--- config.mk ---
export PLATFORM = sky130hd
export DESIGN_NAME = uart_mp
export DESIGN_NICKNAME = d
export VERILOG_FILES = /design/src/design/uart_mp_pkg.sv /design/src/design/rx_fifo.sv /design/src/design/uart_mp.sv
export SDC_FILE = /design/constraint.sdc
export NUM_CORES = 1
export LEC_CHECK = 0
export BUFFER_PORTS_ARGS = -buffer_cell sky130_fd_sc_hd__buf_2
export CORE_MARGIN = 2
export CORE_UTILIZATION = 56
export DETAILED_ROUTE_END_ITERATION = 10
export GPL_TIMING_DRIVEN = 0
export PLACE_DENSITY = 0.74
export SYNTH_ARGS = -nofsm -noshare
export SYNTH_HDL_FRONTEND = slang
export SYNTH_SLANG_ARGS = --single-unit
export TNS_END_PERCENT = 30
--- constraint.sdc ---
create_clock -name clk -period 2.6 [get_ports clk]
set_input_delay 0.26 -clock clk [delete_from_list [all_inputs] [get_ports clk]]
set_output_delay 0.26 -clock clk [all_outputs]
set_load 0.1 [all_outputs]
--- src/design/uart_mp_pkg.sv ---
// Shared constants, register map and carrier types for the multi-drop serial port
package uart_mp_pkg;
    localparam int ADDR_W = 3;
    localparam logic [2:0] OFF_DATA = 3'h0;
    localparam logic [2:0] OFF_CSA = 3'h1;
    localparam logic [2:0] OFF_CB = 3'h2;
    localparam logic [2:0] OFF_CC = 3'h3;
    localparam logic [2:0] OFF_BAUD = 3'h4;

    // Field positions in ctrl_status_a
    localparam int CSA_RXC = 7;
    localparam int CSA_TXC = 6;
    localparam int CSA_U2X = 1;
    localparam int CSA_MPCM = 0;
    // Field positions in ctrl_b
    localparam int CB_RXCIE = 7;
    localparam int CB_TXCIE = 6;
    localparam int CB_UDRIE = 5;
    localparam int CB_RXEN = 4;
    localparam int CB_TXEN = 3;
    localparam int CB_SIZE2 = 2;
    localparam int CB_TX9 = 0;
    // Field positions in ctrl_c
    localparam int CC_MODE0 = 6;
    localparam int CC_PAR_EN = 5;
    localparam int CC_PAR_ODD = 4;
    localparam int CC_TWO_STOP = 3;

    localparam logic [7:0] RST_CC = 8'h06;
    localparam logic [7:0] RST_BAUD = 8'h00;
    localparam logic [2:0] SIZE_NINE = 3'h7;
    localparam logic [4:0] OS_NORMAL = 5'h10;
    localparam logic [4:0] OS_DOUBLE = 5'h08;
    localparam int FIFO_DEPTH = 2;

    typedef struct packed {
        logic [7:0] data;
        logic ninth;
        logic fe;
        logic upe;
    } rx_entry_s;

    typedef enum logic [2:0] {RX_IDLE, RX_START, RX_DATA, RX_PARITY, RX_STOP} rx_state_e;
    typedef enum logic [2:0] {TX_IDLE, TX_START, TX_DATA, TX_PARITY, TX_STOP1, TX_STOP2} tx_state_e;
endpackage : uart_mp_pkg

--- src/design/rx_fifo.sv ---
// Small receive FIFO with registered head entry
`timescale 1ns/1ps
module rx_fifo
    import uart_mp_pkg::*;
#(
    parameter int WIDTH = $bits(rx_entry_s),
    parameter int DEPTH = FIFO_DEPTH
) (
    input wire logic clk,
    input wire logic rst_n,
    input wire logic flush,
    input wire logic push,
    input wire logic [WIDTH-1:0] push_data,
    input wire logic pop,
    output logic [WIDTH-1:0] head_q,
    output logic full,
    output logic empty
);
    localparam int PW = (DEPTH > 1) ? $clog2(DEPTH) : 1;
    localparam int CW = $clog2(DEPTH + 1);

    if (DEPTH < 2 || (DEPTH & (DEPTH - 1)) != 0) begin : g_bad_depth
        $error("rx_fifo depth must be a power of two of at least 2");
    end

    logic [WIDTH-1:0] mem_q [DEPTH];
    logic [PW-1:0] wr_ptr_q;
    logic [PW-1:0] rd_ptr_q;
    logic [CW-1:0] count_q;
    logic do_pop;
    logic do_push;
    logic [CW-1:0] left_after_pop;
    logic [WIDTH-1:0] head_d;

    // Push refused when full unless a pop frees a slot this cycle
    assign do_pop = pop && !empty;
    assign do_push = push && (!full || do_pop);
    assign full = (count_q == CW'(DEPTH));
    assign empty = (count_q == '0);
    assign left_after_pop = count_q - CW'(do_pop);
    assign head_d = (left_after_pop == '0) ? (do_push ? push_data : '0) : mem_q[PW'(rd_ptr_q + PW'(do_pop))];

    always_ff @(posedge clk or negedge rst_n) begin
        if (!rst_n) begin
            wr_ptr_q <= '0;
            rd_ptr_q <= '0;
            count_q <= '0;
            head_q <= '0;
        end else if (flush) begin
            wr_ptr_q <= '0;
            rd_ptr_q <= '0;
            count_q <= '0;
            head_q <= '0;
        end else begin
            wr_ptr_q <= PW'(wr_ptr_q + PW'(do_push));
            rd_ptr_q <= PW'(rd_ptr_q + PW'(do_pop));
            count_q <= CW'(left_after_pop + CW'(do_push));
            head_q <= head_d;
        end
    end

    // Storage has no reset; validity is carried by the count
    always_ff @(posedge clk) begin
        if (do_push) begin
            mem_q[wr_ptr_q] <= push_data;
        end
    end
endmodule : rx_fifo

--- src/design/uart_mp.sv ---
// Serial port with data window, status flags and address-filter receive
`timescale 1ns/1ps
module uart_mp
    import uart_mp_pkg::*;
(
    input wire logic clk,
    input wire logic rst_n,
    input wire logic [ADDR_W-1:0] addr,
    input wire logic [7:0] wr_data,
    input wire logic wr_en,
    input wire logic rd_en,
    output logic [7:0] rd_data_q,
    input wire logic rx_line,
    output logic tx_line_q,
    input wire logic global_irq_en,
    input wire logic tx_irq_ack,
    output logic rx_irq_q,
    output logic tx_irq_q
);

    // Control registers
    logic u2x_q, mpcm_q, txc_q;
    logic rxcie_q, txcie_q, udrie_q, rxen_q, txen_q, size2_q, tx9_q;
    logic [7:0] ctrl_c_q;
    logic [7:0] baud_q;
    logic [7:0] baud_cnt_q;
    logic dor_q;

    // Bus decode
    logic wr_data_win, wr_csa, wr_cb, wr_cc, wr_baud, rd_data_win;
    assign wr_data_win = wr_en && (addr == OFF_DATA);
    assign rd_data_win = rd_en && (addr == OFF_DATA);
    assign wr_csa = wr_en && (addr == OFF_CSA);
    assign wr_cb = wr_en && (addr == OFF_CB);
    assign wr_cc = wr_en && (addr == OFF_CC);
    assign wr_baud = wr_en && (addr == OFF_BAUD);

    // Frame format
    logic [2:0] size_code;
    logic nine_bit;
    logic [3:0] nbits;
    logic [8:0] data_mask;
    logic async_mode;
    logic [4:0] os_last, os_c, os_c1, os_c2;
    assign size_code = {size2_q, ctrl_c_q[2:1]};
    assign nine_bit = (size_code == SIZE_NINE);
    assign nbits = nine_bit ? 4'h9 : (size_code[2] ? 4'h8 : 4'(4'h5 + {2'b00, size_code[1:0]}));
    assign data_mask = 9'((10'h001 << nbits) - 10'h001);
    assign async_mode = (ctrl_c_q[7:6] == 2'b00);
    assign os_last = (async_mode && u2x_q) ? OS_DOUBLE : OS_NORMAL;
    assign os_c = {1'b0, os_last[4:1]};
    assign os_c1 = 5'(os_c + 5'h01);
    assign os_c2 = 5'(os_c + 5'h02);

    // Oversampling enable from the baud divider
    logic os_tick;
    assign os_tick = (baud_cnt_q == 8'h00);
    always_ff @(posedge clk or negedge rst_n) begin
        if (!rst_n) begin
            baud_cnt_q <= 8'h00;
        end else begin
            baud_cnt_q <= (os_tick || wr_baud) ? baud_q : 8'(baud_cnt_q - 8'h01);
        end
    end

    // Receive pin: three stages, level moves only when stages two and three agree
    logic rx_meta_q, rx_s2_q, rx_s3_q, rx_q;
    always_ff @(posedge clk or negedge rst_n) begin
        if (!rst_n) begin
            rx_meta_q <= 1'b1;
            rx_s2_q <= 1'b1;
            rx_s3_q <= 1'b1;
            rx_q <= 1'b1;
        end else begin
            rx_meta_q <= rx_line;
            rx_s2_q <= rx_meta_q;
            rx_s3_q <= rx_s2_q;
            rx_q <= (rx_s2_q == rx_s3_q) ? rx_s3_q : rx_q;
        end
    end

    // Receiver
    rx_state_e rx_state_q, rx_state_d;
    logic [4:0] rx_smp_q, rx_smp_d, rx_cur;
    logic [1:0] rx_vote_q, rx_vote_d;
    logic [3:0] rx_idx_q, rx_idx_d;
    logic [8:0] rx_sh_q, rx_sh_d;
    logic rx_par_q, rx_par_d;
    logic maj, rx_done, start_seen;
    assign rx_cur = (rx_smp_q == os_last) ? 5'h01 : 5'(rx_smp_q + 5'h01);
    assign maj = (rx_vote_q[1] & rx_vote_q[0]) | (rx_vote_q[1] & rx_q) | (rx_vote_q[0] & rx_q);
    assign start_seen = os_tick && rxen_q && (rx_state_q == RX_IDLE) && !rx_q;

    always_comb begin
        rx_state_d = rx_state_q;
        rx_smp_d = rx_smp_q;
        rx_vote_d = rx_vote_q;
        rx_idx_d = rx_idx_q;
        rx_sh_d = rx_sh_q;
        rx_par_d = rx_par_q;
        rx_done = 1'b0;
        if (!rxen_q) begin
            rx_state_d = RX_IDLE;
        end else if (os_tick) begin
            if (rx_state_q == RX_IDLE) begin
                if (!rx_q) begin
                    rx_state_d = RX_START;
                    rx_smp_d = 5'h01;
                    rx_sh_d = 9'h000;
                    rx_idx_d = 4'h0;
                end
            end else begin
                rx_smp_d = rx_cur;
                if (rx_cur == os_c || rx_cur == os_c1) begin
                    rx_vote_d = {rx_vote_q[0], rx_q};
                end
                if (rx_cur == os_c2) begin
                    case (rx_state_q)
                        RX_START: rx_state_d = maj ? RX_IDLE : RX_START;
                        RX_DATA: rx_sh_d[rx_idx_q] = maj;
                        RX_PARITY: rx_par_d = maj;
                        RX_STOP: begin
                            rx_done = 1'b1;
                            rx_state_d = RX_IDLE;
                        end
                        default: rx_state_d = RX_IDLE;
                    endcase
                end
                if (rx_smp_q == os_last) begin
                    case (rx_state_q)
                        RX_START: rx_state_d = RX_DATA;
                        RX_DATA: begin
                            rx_idx_d = 4'(rx_idx_q + 4'h1);
                            if (rx_idx_q == 4'(nbits - 4'h1)) begin
                                rx_state_d = ctrl_c_q[CC_PAR_EN] ? RX_PARITY : RX_STOP;
                            end
                        end
                        RX_PARITY: rx_state_d = RX_STOP;
                        default: rx_state_d = rx_state_q;
                    endcase
                end
            end
        end
    end

    always_ff @(posedge clk or negedge rst_n) begin
        if (!rst_n) begin
            rx_state_q <= RX_IDLE;
            rx_smp_q <= 5'h00;
            rx_vote_q <= 2'b11;
            rx_idx_q <= 4'h0;
            rx_sh_q <= 9'h000;
            rx_par_q <= 1'b0;
        end else begin
            rx_state_q <= rx_state_d;
            rx_smp_q <= rx_smp_d;
            rx_vote_q <= rx_vote_d;
            rx_idx_q <= rx_idx_d;
            rx_sh_q <= rx_sh_d;
            rx_par_q <= rx_par_d;
        end
    end

    // Completed frame: type, errors, filter
    rx_entry_s done_ent, pend_ent_q, push_ent, head;
    logic frame_type, done_ok, pend_q, fifo_full, fifo_empty, space, push, pop;
    localparam int WIDTHX = $bits(rx_entry_s);
    logic [WIDTHX-1:0] head_raw;
    assign frame_type = nine_bit ? rx_sh_q[8] : maj;
    assign done_ent.data = rx_sh_q[7:0];
    assign done_ent.ninth = rx_sh_q[8];
    assign done_ent.fe = !maj;
    assign done_ent.upe = ctrl_c_q[CC_PAR_EN] && (rx_par_q != (ctrl_c_q[CC_PAR_ODD] ^ (^rx_sh_q)));
    // Address frames (type one) pass; data frames drop while filtering
    assign done_ok = rx_done && (!mpcm_q || frame_type);
    assign pop = rd_data_win;
    assign space = !fifo_full || (pop && !fifo_empty);
    assign push = space && (pend_q || done_ok);
    assign push_ent = pend_q ? pend_ent_q : done_ent;
    assign head = rx_entry_s'(head_raw);

    // A finished frame waits here when both entries are occupied
    always_ff @(posedge clk or negedge rst_n) begin
        if (!rst_n) begin
            pend_q <= 1'b0;
            pend_ent_q <= '0;
        end else if (!rxen_q) begin
            pend_q <= 1'b0;
        end else begin
            pend_q <= done_ok ? (pend_q || !space) : (pend_q && !space);
            if (done_ok && (pend_q || !space)) begin
                pend_ent_q <= done_ent;
            end
        end
    end

    rx_fifo #(
        .WIDTH(WIDTHX),
        .DEPTH(FIFO_DEPTH)
    ) u_rx_fifo (
        .clk(clk),
        .rst_n(rst_n),
        .flush(!rxen_q),
        .push(push && rxen_q),
        .push_data(push_ent),
        .pop(pop),
        .head_q(head_raw),
        .full(fifo_full),
        .empty(fifo_empty)
    );

    // Overrun: a new start while both entries and the shifter are occupied
    always_ff @(posedge clk or negedge rst_n) begin
        if (!rst_n) begin
            dor_q <= 1'b0;
        end else if (!rxen_q) begin
            dor_q <= 1'b0;
        end else if (start_seen && fifo_full && pend_q) begin
            dor_q <= 1'b1;
        end else if (pop) begin
            dor_q <= 1'b0;
        end
    end

    // Transmitter: holding buffer and shifter, independent of the filter bit
    logic tx_hold_full_q;
    logic [8:0] tx_hold_q;
    tx_state_e tx_state_q, tx_state_d;
    logic [4:0] tx_smp_q;
    logic [3:0] tx_idx_q;
    logic [8:0] tx_sh_q;
    logic tx_par_q, tx_load, tx_end, tx_bit_end, txc_set, tx_line_d;
    assign tx_load = txen_q && tx_hold_full_q && (tx_state_q == TX_IDLE || tx_end);
    assign tx_bit_end = os_tick && (tx_smp_q == os_last);
    assign tx_end = tx_bit_end && ((tx_state_q == TX_STOP2) || (tx_state_q == TX_STOP1 && !ctrl_c_q[CC_TWO_STOP]));
    assign txc_set = tx_end && !tx_hold_full_q;

    always_comb begin
        tx_state_d = tx_state_q;
        if (tx_load) begin
            tx_state_d = TX_START;
        end else if (tx_bit_end) begin
            case (tx_state_q)
                TX_START: tx_state_d = TX_DATA;
                TX_DATA: begin
                    if (tx_idx_q == 4'(nbits - 4'h1)) begin
                        tx_state_d = ctrl_c_q[CC_PAR_EN] ? TX_PARITY : TX_STOP1;
                    end
                end
                TX_PARITY: tx_state_d = TX_STOP1;
                TX_STOP1: tx_state_d = ctrl_c_q[CC_TWO_STOP] ? TX_STOP2 : TX_IDLE;
                TX_STOP2: tx_state_d = TX_IDLE;
                default: tx_state_d = TX_IDLE;
            endcase
        end
        case (tx_state_q)
            TX_START: tx_line_d = 1'b0;
            TX_DATA: tx_line_d = tx_sh_q[tx_idx_q];
            TX_PARITY: tx_line_d = tx_par_q;
            default: tx_line_d = 1'b1;
        endcase
    end

    always_ff @(posedge clk or negedge rst_n) begin
        if (!rst_n) begin
            tx_hold_full_q <= 1'b0;
            tx_hold_q <= 9'h000;
        end else if (wr_data_win && !tx_hold_full_q) begin
            tx_hold_full_q <= 1'b1;
            tx_hold_q <= {tx9_q, wr_data};
        end else if (tx_load) begin
            tx_hold_full_q <= 1'b0;
        end
    end

    always_ff @(posedge clk or negedge rst_n) begin
        if (!rst_n) begin
            tx_state_q <= TX_IDLE;
            tx_smp_q <= 5'h01;
            tx_idx_q <= 4'h0;
            tx_sh_q <= 9'h000;
            tx_par_q <= 1'b0;
            tx_line_q <= 1'b1;
        end else begin
            tx_state_q <= tx_state_d;
            tx_line_q <= tx_line_d;
            if (tx_load) begin
                tx_smp_q <= 5'h01;
                tx_idx_q <= 4'h0;
                tx_sh_q <= tx_hold_q & data_mask;
                tx_par_q <= ctrl_c_q[CC_PAR_ODD] ^ (^(tx_hold_q & data_mask));
            end else if (os_tick) begin
                tx_smp_q <= tx_bit_end ? 5'h01 : 5'(tx_smp_q + 5'h01);
                if (tx_bit_end && tx_state_q == TX_DATA) begin
                    tx_idx_q <= 4'(tx_idx_q + 4'h1);
                end
            end
        end
    end

    // Transmit-complete: hardware set wins over ack or write-one clear
    always_ff @(posedge clk or negedge rst_n) begin
        if (!rst_n) begin
            txc_q <= 1'b0;
        end else if (txc_set) begin
            txc_q <= 1'b1;
        end else if (tx_irq_ack || (wr_csa && wr_data[CSA_TXC])) begin
            txc_q <= 1'b0;
        end
    end

    // Software-written control; error bit positions are read-only
    always_ff @(posedge clk or negedge rst_n) begin
        if (!rst_n) begin
            u2x_q <= 1'b0;
            mpcm_q <= 1'b0;
            {rxcie_q, txcie_q, udrie_q, rxen_q, txen_q, size2_q, tx9_q} <= 7'h00;
            ctrl_c_q <= RST_CC;
            baud_q <= RST_BAUD;
        end else begin
            if (wr_csa) begin
                u2x_q <= wr_data[CSA_U2X];
                mpcm_q <= wr_data[CSA_MPCM];
            end
            if (wr_cb) begin
                {rxcie_q, txcie_q, udrie_q, rxen_q, txen_q} <= wr_data[CB_RXCIE:CB_TXEN];
                size2_q <= wr_data[CB_SIZE2];
                tx9_q <= wr_data[CB_TX9];
            end
            if (wr_cc) begin
                ctrl_c_q <= wr_data;
            end
            if (wr_baud) begin
                baud_q <= wr_data;
            end
        end
    end

    // Read mux; a data read also pops the FIFO
    logic rxc;
    logic [7:0] csa_val, cb_val, rd_mux;
    assign rxc = !fifo_empty;
    assign csa_val = {rxc, txc_q, !tx_hold_full_q, head.fe, dor_q, head.upe, u2x_q, mpcm_q};
    assign cb_val = {rxcie_q, txcie_q, udrie_q, rxen_q, txen_q, size2_q, head.ninth, tx9_q};
    assign rd_mux = (addr == OFF_DATA) ? head.data :
                    (addr == OFF_CSA) ? csa_val :
                    (addr == OFF_CB) ? cb_val :
                    (addr == OFF_CC) ? ctrl_c_q :
                    (addr == OFF_BAUD) ? baud_q : 8'h00;

    always_ff @(posedge clk or negedge rst_n) begin
        if (!rst_n) begin
            rd_data_q <= 8'h00;
            rx_irq_q <= 1'b0;
            tx_irq_q <= 1'b0;
        end else begin
            rd_data_q <= rd_en ? rd_mux : 8'h00;
            rx_irq_q <= rxcie_q && global_irq_en && rxc;
            tx_irq_q <= txcie_q && global_irq_en && txc_q;
        end
    end
endmodule : uart_mp

Word level (Yosys, flattened, before mapping) --
Memory sizes are Yosys's and may differ from the RTL's. Index checks and enable logic that the tools add are counted.
Word-level totals: bits in registers 133, memory bits (writable) 22, bits of input ports 18, output and inout port bits 11, word-level logic and storage cells 253, memories 1
Memory list:
- u_rx_fifo.mem_q | words 2, width 11, read ports 1, clocked after memory_dff 0, write ports 1, line rx_fifo.sv:26 | logic [WIDTH-1:0] mem_q [DEPTH];
Operators by class: add/subtract/negate cells 14, magnitude comparators 3, equal/unequal tests 30, shift-type cells 1, muxes and demuxes 73, bitwise logic cells 9, reduce and logical (&&, ||, !) cells 78
Operators by type and width (number):
- two-way mux 8 bit | 7
- two-way mux 11 bit | 4
- two-way mux 3 bit | 12
- two-way mux 4 bit | 9
- two-way mux 9 bit | 4
- two-way mux 5 bit | 7
- logical AND 1 bit | 34
- two-way mux 1 bit | 22
- equality test 5 bit | 4
- equality test 3 x 2 -> 1 bit (second input constant) | 6
- XOR reduction 9 bit | 2
- nonzero test 2 bit | 8
- equality test 3 bit (second input constant) | 5
- AND reduction 5 bit | 3
- one-hot mux 3 bit (4 select lines) | 1
- adder 5 x 1 -> 5 bit (second input constant) | 2
- < comparator 4 x 5 -> 1 bit (second input constant) | 2
- bitwise AND 9 bit | 1
- bitwise mux 9 bit | 1
- equality test 3 x 1 -> 1 bit (second input constant) | 3
- logical NOT 3 bit | 3
- logical OR 1 bit | 9
- one-hot mux 3 bit (3 select lines) | 1
- << shifter 1 x 4 -> 9 bit (first input constant) | 1
- other kinds (37) | 57

Logic depth before layout (Yosys ltp) --
depth after elaboration 18, gate-level depth with buffers 12, gate-level depth less buffers 11

Cells and area by module --
From an unflattened synthesis, not the netlist that was laid out.
Second synthesis, totals: cells, all modules 719, area, all modules 8055.2 um2
By module, submodules not included:
- uart_mp | times used 1, cells an instance 619, area an instance 6572.6 um2, seq. area each 2965.3 um2
- rx_fifo | times used 1, cells an instance 100, area an instance 1482.7 um2, seq. area each 1036.0 um2

Least setup slack after synthesis --
OpenSTA, ideal clock, no wires.
path type register -> register, start reg rx_smp_q[0], end mem u_rx_fifo.mem_q[1][0] in the netlist's numbering (enable), library setup time 349 ps, data arrival time 2404 ps, data required time 2251 ps, setup slack -153 ps, stages on the path, launching flop included 10, buffers on the path 1, period minus slack after synthesis 2753 ps, cell sequence dfrtp_1 > ha_1 > and2b_2 > mux2i_1 > or3b_1 > buf_2 > a21oi_1 > o21ai_1 > inv_1 > ha_1
On the way: word-level cells in the longest chain between the ends 14, elaborated cells between the ends (all ways) 15, those cells by class 1 x add/sub; 2 x eq/ne; 7 x mux; 5 x reduce/logical
Ends and longest elaborated chain:
- from (decl) | line uart_mp.sv:84 | logic [4:0] rx_smp_q, rx_smp_d, rx_cur;
- from (signal assigned) | line uart_mp.sv:156 | rx_smp_q <= rx_smp_d;
- adder 5 x 1 -> 5 bit or equality test 5 bit (tied branches) | line uart_mp.sv:90 | assign rx_cur = (rx_smp_q == os_last) ? 5'h01 : 5'(rx_smp_q + 5'h01);
- two-way mux 5 bit (*) | line uart_mp.sv:90
- equality test 5 bit (*) | line uart_mp.sv:117 | if (rx_cur == os_c2) begin
- two-way mux 1 bit (*) | line uart_mp.sv:117
- two-way mux 1 bit (*) | line uart_mp.sv:105 | if (rx_state_q == RX_IDLE) begin
- two-way mux 1 bit (*) | line uart_mp.sv:104 | end else if (os_tick) begin
- two-way mux 1 bit (*) | line uart_mp.sv:102 | if (!rxen_q) begin
- logical AND 1 bit (*) | line uart_mp.sv:175 | assign done_ok = rx_done && (!mpcm_q || frame_type);
- logical OR 1 bit (*) | line uart_mp.sv:178 | assign push = space && (pend_q || done_ok);
- logical AND 1 bit (*) | line uart_mp.sv:178
- logical AND 1 bit (*) | line uart_mp.sv:204 | .push(push && rxen_q),
- logical AND 1 bit (*) | line rx_fifo.sv:37 | assign do_push = push && (!full || do_pop);
- two-way mux 1 bit (*) | line rx_fifo.sv:64 | if (do_push) begin
- two-way mux 1 bit (not written as such) (*) | line rx_fifo.sv:65 | mem_q[wr_ptr_q] <= push_data;
- to (decl) | line rx_fifo.sv:26
Mark *: on every way between the ends. The rest lies on a longest branch, timed or not.

Worst setup path after layout --
start reg baud_cnt_q[2], end reg tx_sh_q[5]
On the way: word-level cells in the longest chain between the ends 5
Ends and longest elaborated chain:
- from (decl) | line uart_mp.sv:26 | logic [7:0] baud_cnt_q;
- from (signal assigned) | line uart_mp.sv:62 | baud_cnt_q <= (os_tick || wr_baud) ? baud_q : 8'(baud_cnt_q - 8'h01);
- logical NOT 8 bit | line uart_mp.sv:57 | assign os_tick = (baud_cnt_q == 8'h00);
- logical AND 1 bit | line uart_mp.sv:234 | assign tx_bit_end = os_tick && (tx_smp_q == os_last);
- logical AND 1 bit | line uart_mp.sv:235 | assign tx_end = tx_bit_end && ((tx_state_q == TX_STOP2) || (tx_state_q == TX_STOP1 && !ctrl_c_q[CC_TWO_STOP])) ...
- logical OR 1 bit | line uart_mp.sv:233 | assign tx_load = txen_q && tx_hold_full_q && (tx_state_q == TX_IDLE || tx_end);
- logical AND 1 bit | line uart_mp.sv:233
- to (signal assigned) | line uart_mp.sv:290 | tx_sh_q <= tx_hold_q & data_mask;
- to (decl) | line uart_mp.sv:231 | logic [8:0] tx_sh_q;
No other way between the ends. A chain may end at the register's enable or synchronous reset.

==> flow_summary_export.csv <==
group,metric,value,unit
hold_path,hold_end,"rx_irq_q",
critical_path,timing.critical_path.max_delay_family,"simple AND/OR/NAND/NOR gates",
drt,routed_via_count,6099,
placement,placedCellCount,964,
cts,max-clock-path-buffers,2,
finish,post_route_cells_drive_above_1_share,0.242,
hold_path,hold_start,"global_irq_en",
timing,finalWorstPathRequiredPeriod,2.52,ns
critical_path,critical_path.slowest_cell,"sky130_fd_sc_hd__or4_4",
finish,filler_cells_inserted,1100,
critical_path,timing.critical_path.cells,"or4_4, nor4b_4, o2111ai_2, nor3b_2, o21a_1, buf_6, mux2_2",
power,standby_leakage_power,4.08,nW
placement,hpwlAfterDp,13100,µm
finish,nets,853,
yosys,syn_inst,752,
timing,max_clock_freq,397,MHz
critical_path,reg2regPathDepth,7,
drt,drt_iter0_drc,624,
yosys,yosysWarnings,0,
run_status,status,"finished, final reports clean",
yosys,synthFlopType,"sky130_fd_sc_hd__dfrtp_1",
critical_path,worstPathMaxFanout,9,
cts,clk_slew_on_worst_s_h_paths,0.06,ns
drt,detail_route.wl_per_cell,19.1,µm
power,power_density,764,nW/µm²
yosys,synthArstFlopShare,0.858,
grt,groute.usage.overall,0.253,
finish,seqCellArea,4010,µm²
floorplanning,design.core.area,14400,µm²
grt,grt_antenna_before_repair,0,
drt,detail_route.first_pass.iterations,5,
grt,met3_usage,0.0520,
critical_path,crit_path_largest_cell_delay,0.58,ns
grt,global_route.usage.met1,0.331,
placement,pre_cts_setup_slack,-0.534,ns
critical_path,worstPathRequired,2.91,ns
grt,global_routing_met2_resource_utilization,0.425,
timing,final_number_of_setup_violating_endpoints,0,
critical_path,worstPathArrival,2.83,ns
finish,antenna_cells,0,
critical_path,buf_inv_on_cp,1,
yosys,total_of_flip_flops_plus_latches_after_synthesis,155,
timing,fin_tns_setup,0,ns
drt,detail_route.drc_violations,0,
finish,fin_util,0.655,
cts,cts.htree.levels,4,
cts,cts.sink_count,155,
timing,clock-skew-final,0.00824,ns
drt,vias_per_cell,6.05,
floorplanning,fp.dieArea,15600,µm²
placement,routabilityCongestion,0.876,
finish,layoutNonFillerInstCount,1008,
grt,grt_pass1_vias,6158,
floorplanning,dieWidth,125,µm
timing,finalWorstSetupSlack,0.0833,ns
cts,cts-buffers-inserted,17,
grt,grt-busiest-layer,"met2",
timing,number_of_hold_violations_in_the_final_report,0,
finish,syn2layout_area_growth,15.3,%
critical_path,path_class,"reg2reg",
cts,clk-insertion-delay-late,0.43,ns
finish,multiInputGateArea,3980,µm²
floorplanning,num_rows,44,
yosys,synth_enable_flop_cells,22,
timing,rsz0062_at_grt,"true",
hold_path,holdPathStages,3,
yosys,netlist-cell-type-count,73,
power,fin_total_pwr,7.20,mW
grt,grt_pass1_wl,31300,µm
critical_path,timing.rr.end,"tx_sh_q[5]",
critical_path,reg2reg_slack,0.08,ns
timing,maxSlewHeadroom,0.468,
yosys,postSynthAreaPerCell,10.9,µm²
power,irDropWorstVdd,552,µV
yosys,synth-seq-area-share,0.490,
floorplanning,floorplan.initialDensity,0.568,
critical_path,setup_crit_end_kind,"register",
cts,clk_root_buffer_cell,"sky130_fd_sc_hd__clkbuf_16",
drt,drtAntennaViolNets,0,
cts,tritoncts,"built",
yosys,post_synth_instance_area,8160,µm²
drt,drt-total-wl,19300,µm
timing,timing.final.max_slew_violations,0,
critical_path,worstReg2RegStart,"baud_cnt_q[2]",
timing,final.period_utilization,0.968,
floorplanning,chipHeight,125,µm
placement,placement.io_buffers,26,
floorplanning,io_pins,29,
timing,max_slew.worst_pin.slew,0.796,ns
run,drv_cap,0,
hold_path,worst_hold_path_type,"in2reg",
grt,grt_max_degree,88,
critical_path,critPathLaunchType,"register",
grt,overflow,0,
flip-flops by register name, summed over array words and instances (netlist names), 5 cells and up:
register and flops:
rd_data_q 8, u_rx_fifo.head_q 11, rx_smp_q 5, u_rx_fifo.mem_q 22
tx_sh_q 9, baud_cnt_q 8, tx_smp_q 5, tx_hold_q 9
ctrl_c_q 8, rx_sh_q 9, baud_q 8, pend_ent_q 11
stage by stage:
step / hold WS, ns / area [µm²]
6_report: 0.0575 / 9420
5_1_grt: 0.0606 / 9420
4_1_cts: 0.0486 / 9320
3_5_place_dp: 0.228 / 8570
3_3_place_gp: 0.346 / 8540
2_1_floorplan: -0.0356 / 8180
final cells by class:
type,instances,share of cell area
plain buffers,39,0.0225
clock buffers,19,0.0470
clock inverters,13,0.0117
inverters,40,0.0162
multi-input cells,517,0.422
flip-flops and latches,155,0.426
well taps,184,0.0245
repair buffers,41,0.0304
layout by cell type (no fill, tap or decap), drive strengths merged, types with 15 or more instances in the layout:
cell type    n
dfrtp      123
nand2       60
mux2        60
o21ai       54
buf         51
inv         46
clkbuf      46
nor2        38
xnor2       33
nand3       32
mux2i       26
ha          24
edfxtp      22
a21oi       20
o22ai       15
per-layer routing:
layer,vias to the layer above,part of all wire
li1,2800,-
met1,3064,0.42
met2,200,0.50
met3,35,0.051
met4,0,0.021
met5,-,0
worst min-delay path: cells and delay by family:
family	cells	cell delay [ns]
buffers and inverters	1	0.10
and+or+nand+nor	2	0.09
cell usage after synthesis, drive strengths merged (7+ instances only):
| cell | instances | share of area |
|---|---|---|
| o22ai | 15 | 0.011 |
| xor2 | 9 | 0.0097 |
| edfxtp | 22 | 0.081 |
| nand4 | 10 | 0.0077 |
| nor2b | 7 | 0.0054 |
| inv | 40 | 0.018 |
| dfrtp | 123 | 0.38 |
| buf | 12 | 0.011 |
| mux2i | 26 | 0.032 |
| mux2 | 60 | 0.083 |
| a21oi | 20 | 0.012 |
| o21ai | 54 | 0.033 |
| nand3 | 32 | 0.020 |
| clkbuf | 29 | 0.013 |
| dfstp | 10 | 0.032 |
| nand2 | 60 | 0.028 |
| and3 | 8 | 0.0061 |
| xnor2 | 33 | 0.035 |
| ha | 24 | 0.037 |
| nor2 | 38 | 0.017 |
| nor3 | 7 | 0.0043 |
how the worst max path moves through the flow:
stage / from / end / slack (ns) / cells after the start
global placement: rst_n / u_rx_fifo.head_q[9] / -0.44 / 1
CTS: baud_cnt_q[2] / tx_idx_q[2] / 0.02 / 8
finish: baud_cnt_q[2] / tx_sh_q[5] / 0.08 / 7
floorplan: ctrl_c_q[1] / tx_par_q / -0.02 / 9
global route: baud_cnt_q[2] / tx_sh_q[1] / -0.003 / 8
detailed placement: rx_smp_q[1] / u_rx_fifo.count_q[1] / -0.53 / 11
power by group:
group | switching (mW) | internal, mW | total [mW]
registers | 0.366 | 2.82 | 3.18
logic | 0.917 | 0.767 | 1.68
clock network | 1.06 | 1.27 | 2.33
kinds of logic (layout without fill, tap and decap cells):
group / after synthesis / count (layout) / synth area share
AOI/OAI and AO/OA: 140 / 140 / 0.108
xor gates and xnor gates: 43 / 43 / 0.0478
adders and majority gates: 26 / 26 / 0.0392
buffers and inverters: 81 / 152 / 0.0431
DFF: 155 / 155 / 0.490
muxes: 92 / 92 / 0.131
other: 1 / 2 / 0.000459
and+or+nand+nor: 214 / 214 / 0.140
repair_timing:
action,in CTS,in global routing
pin swaps,6,2
endpoints found under the setup margin,68,49
gates cloned,0,0
hold buffers,2,0
resized for setup,23,21
buffers inserted,10,2
endpoints found under the hold margin,40,0
Power figures use the tool's default switching activity.
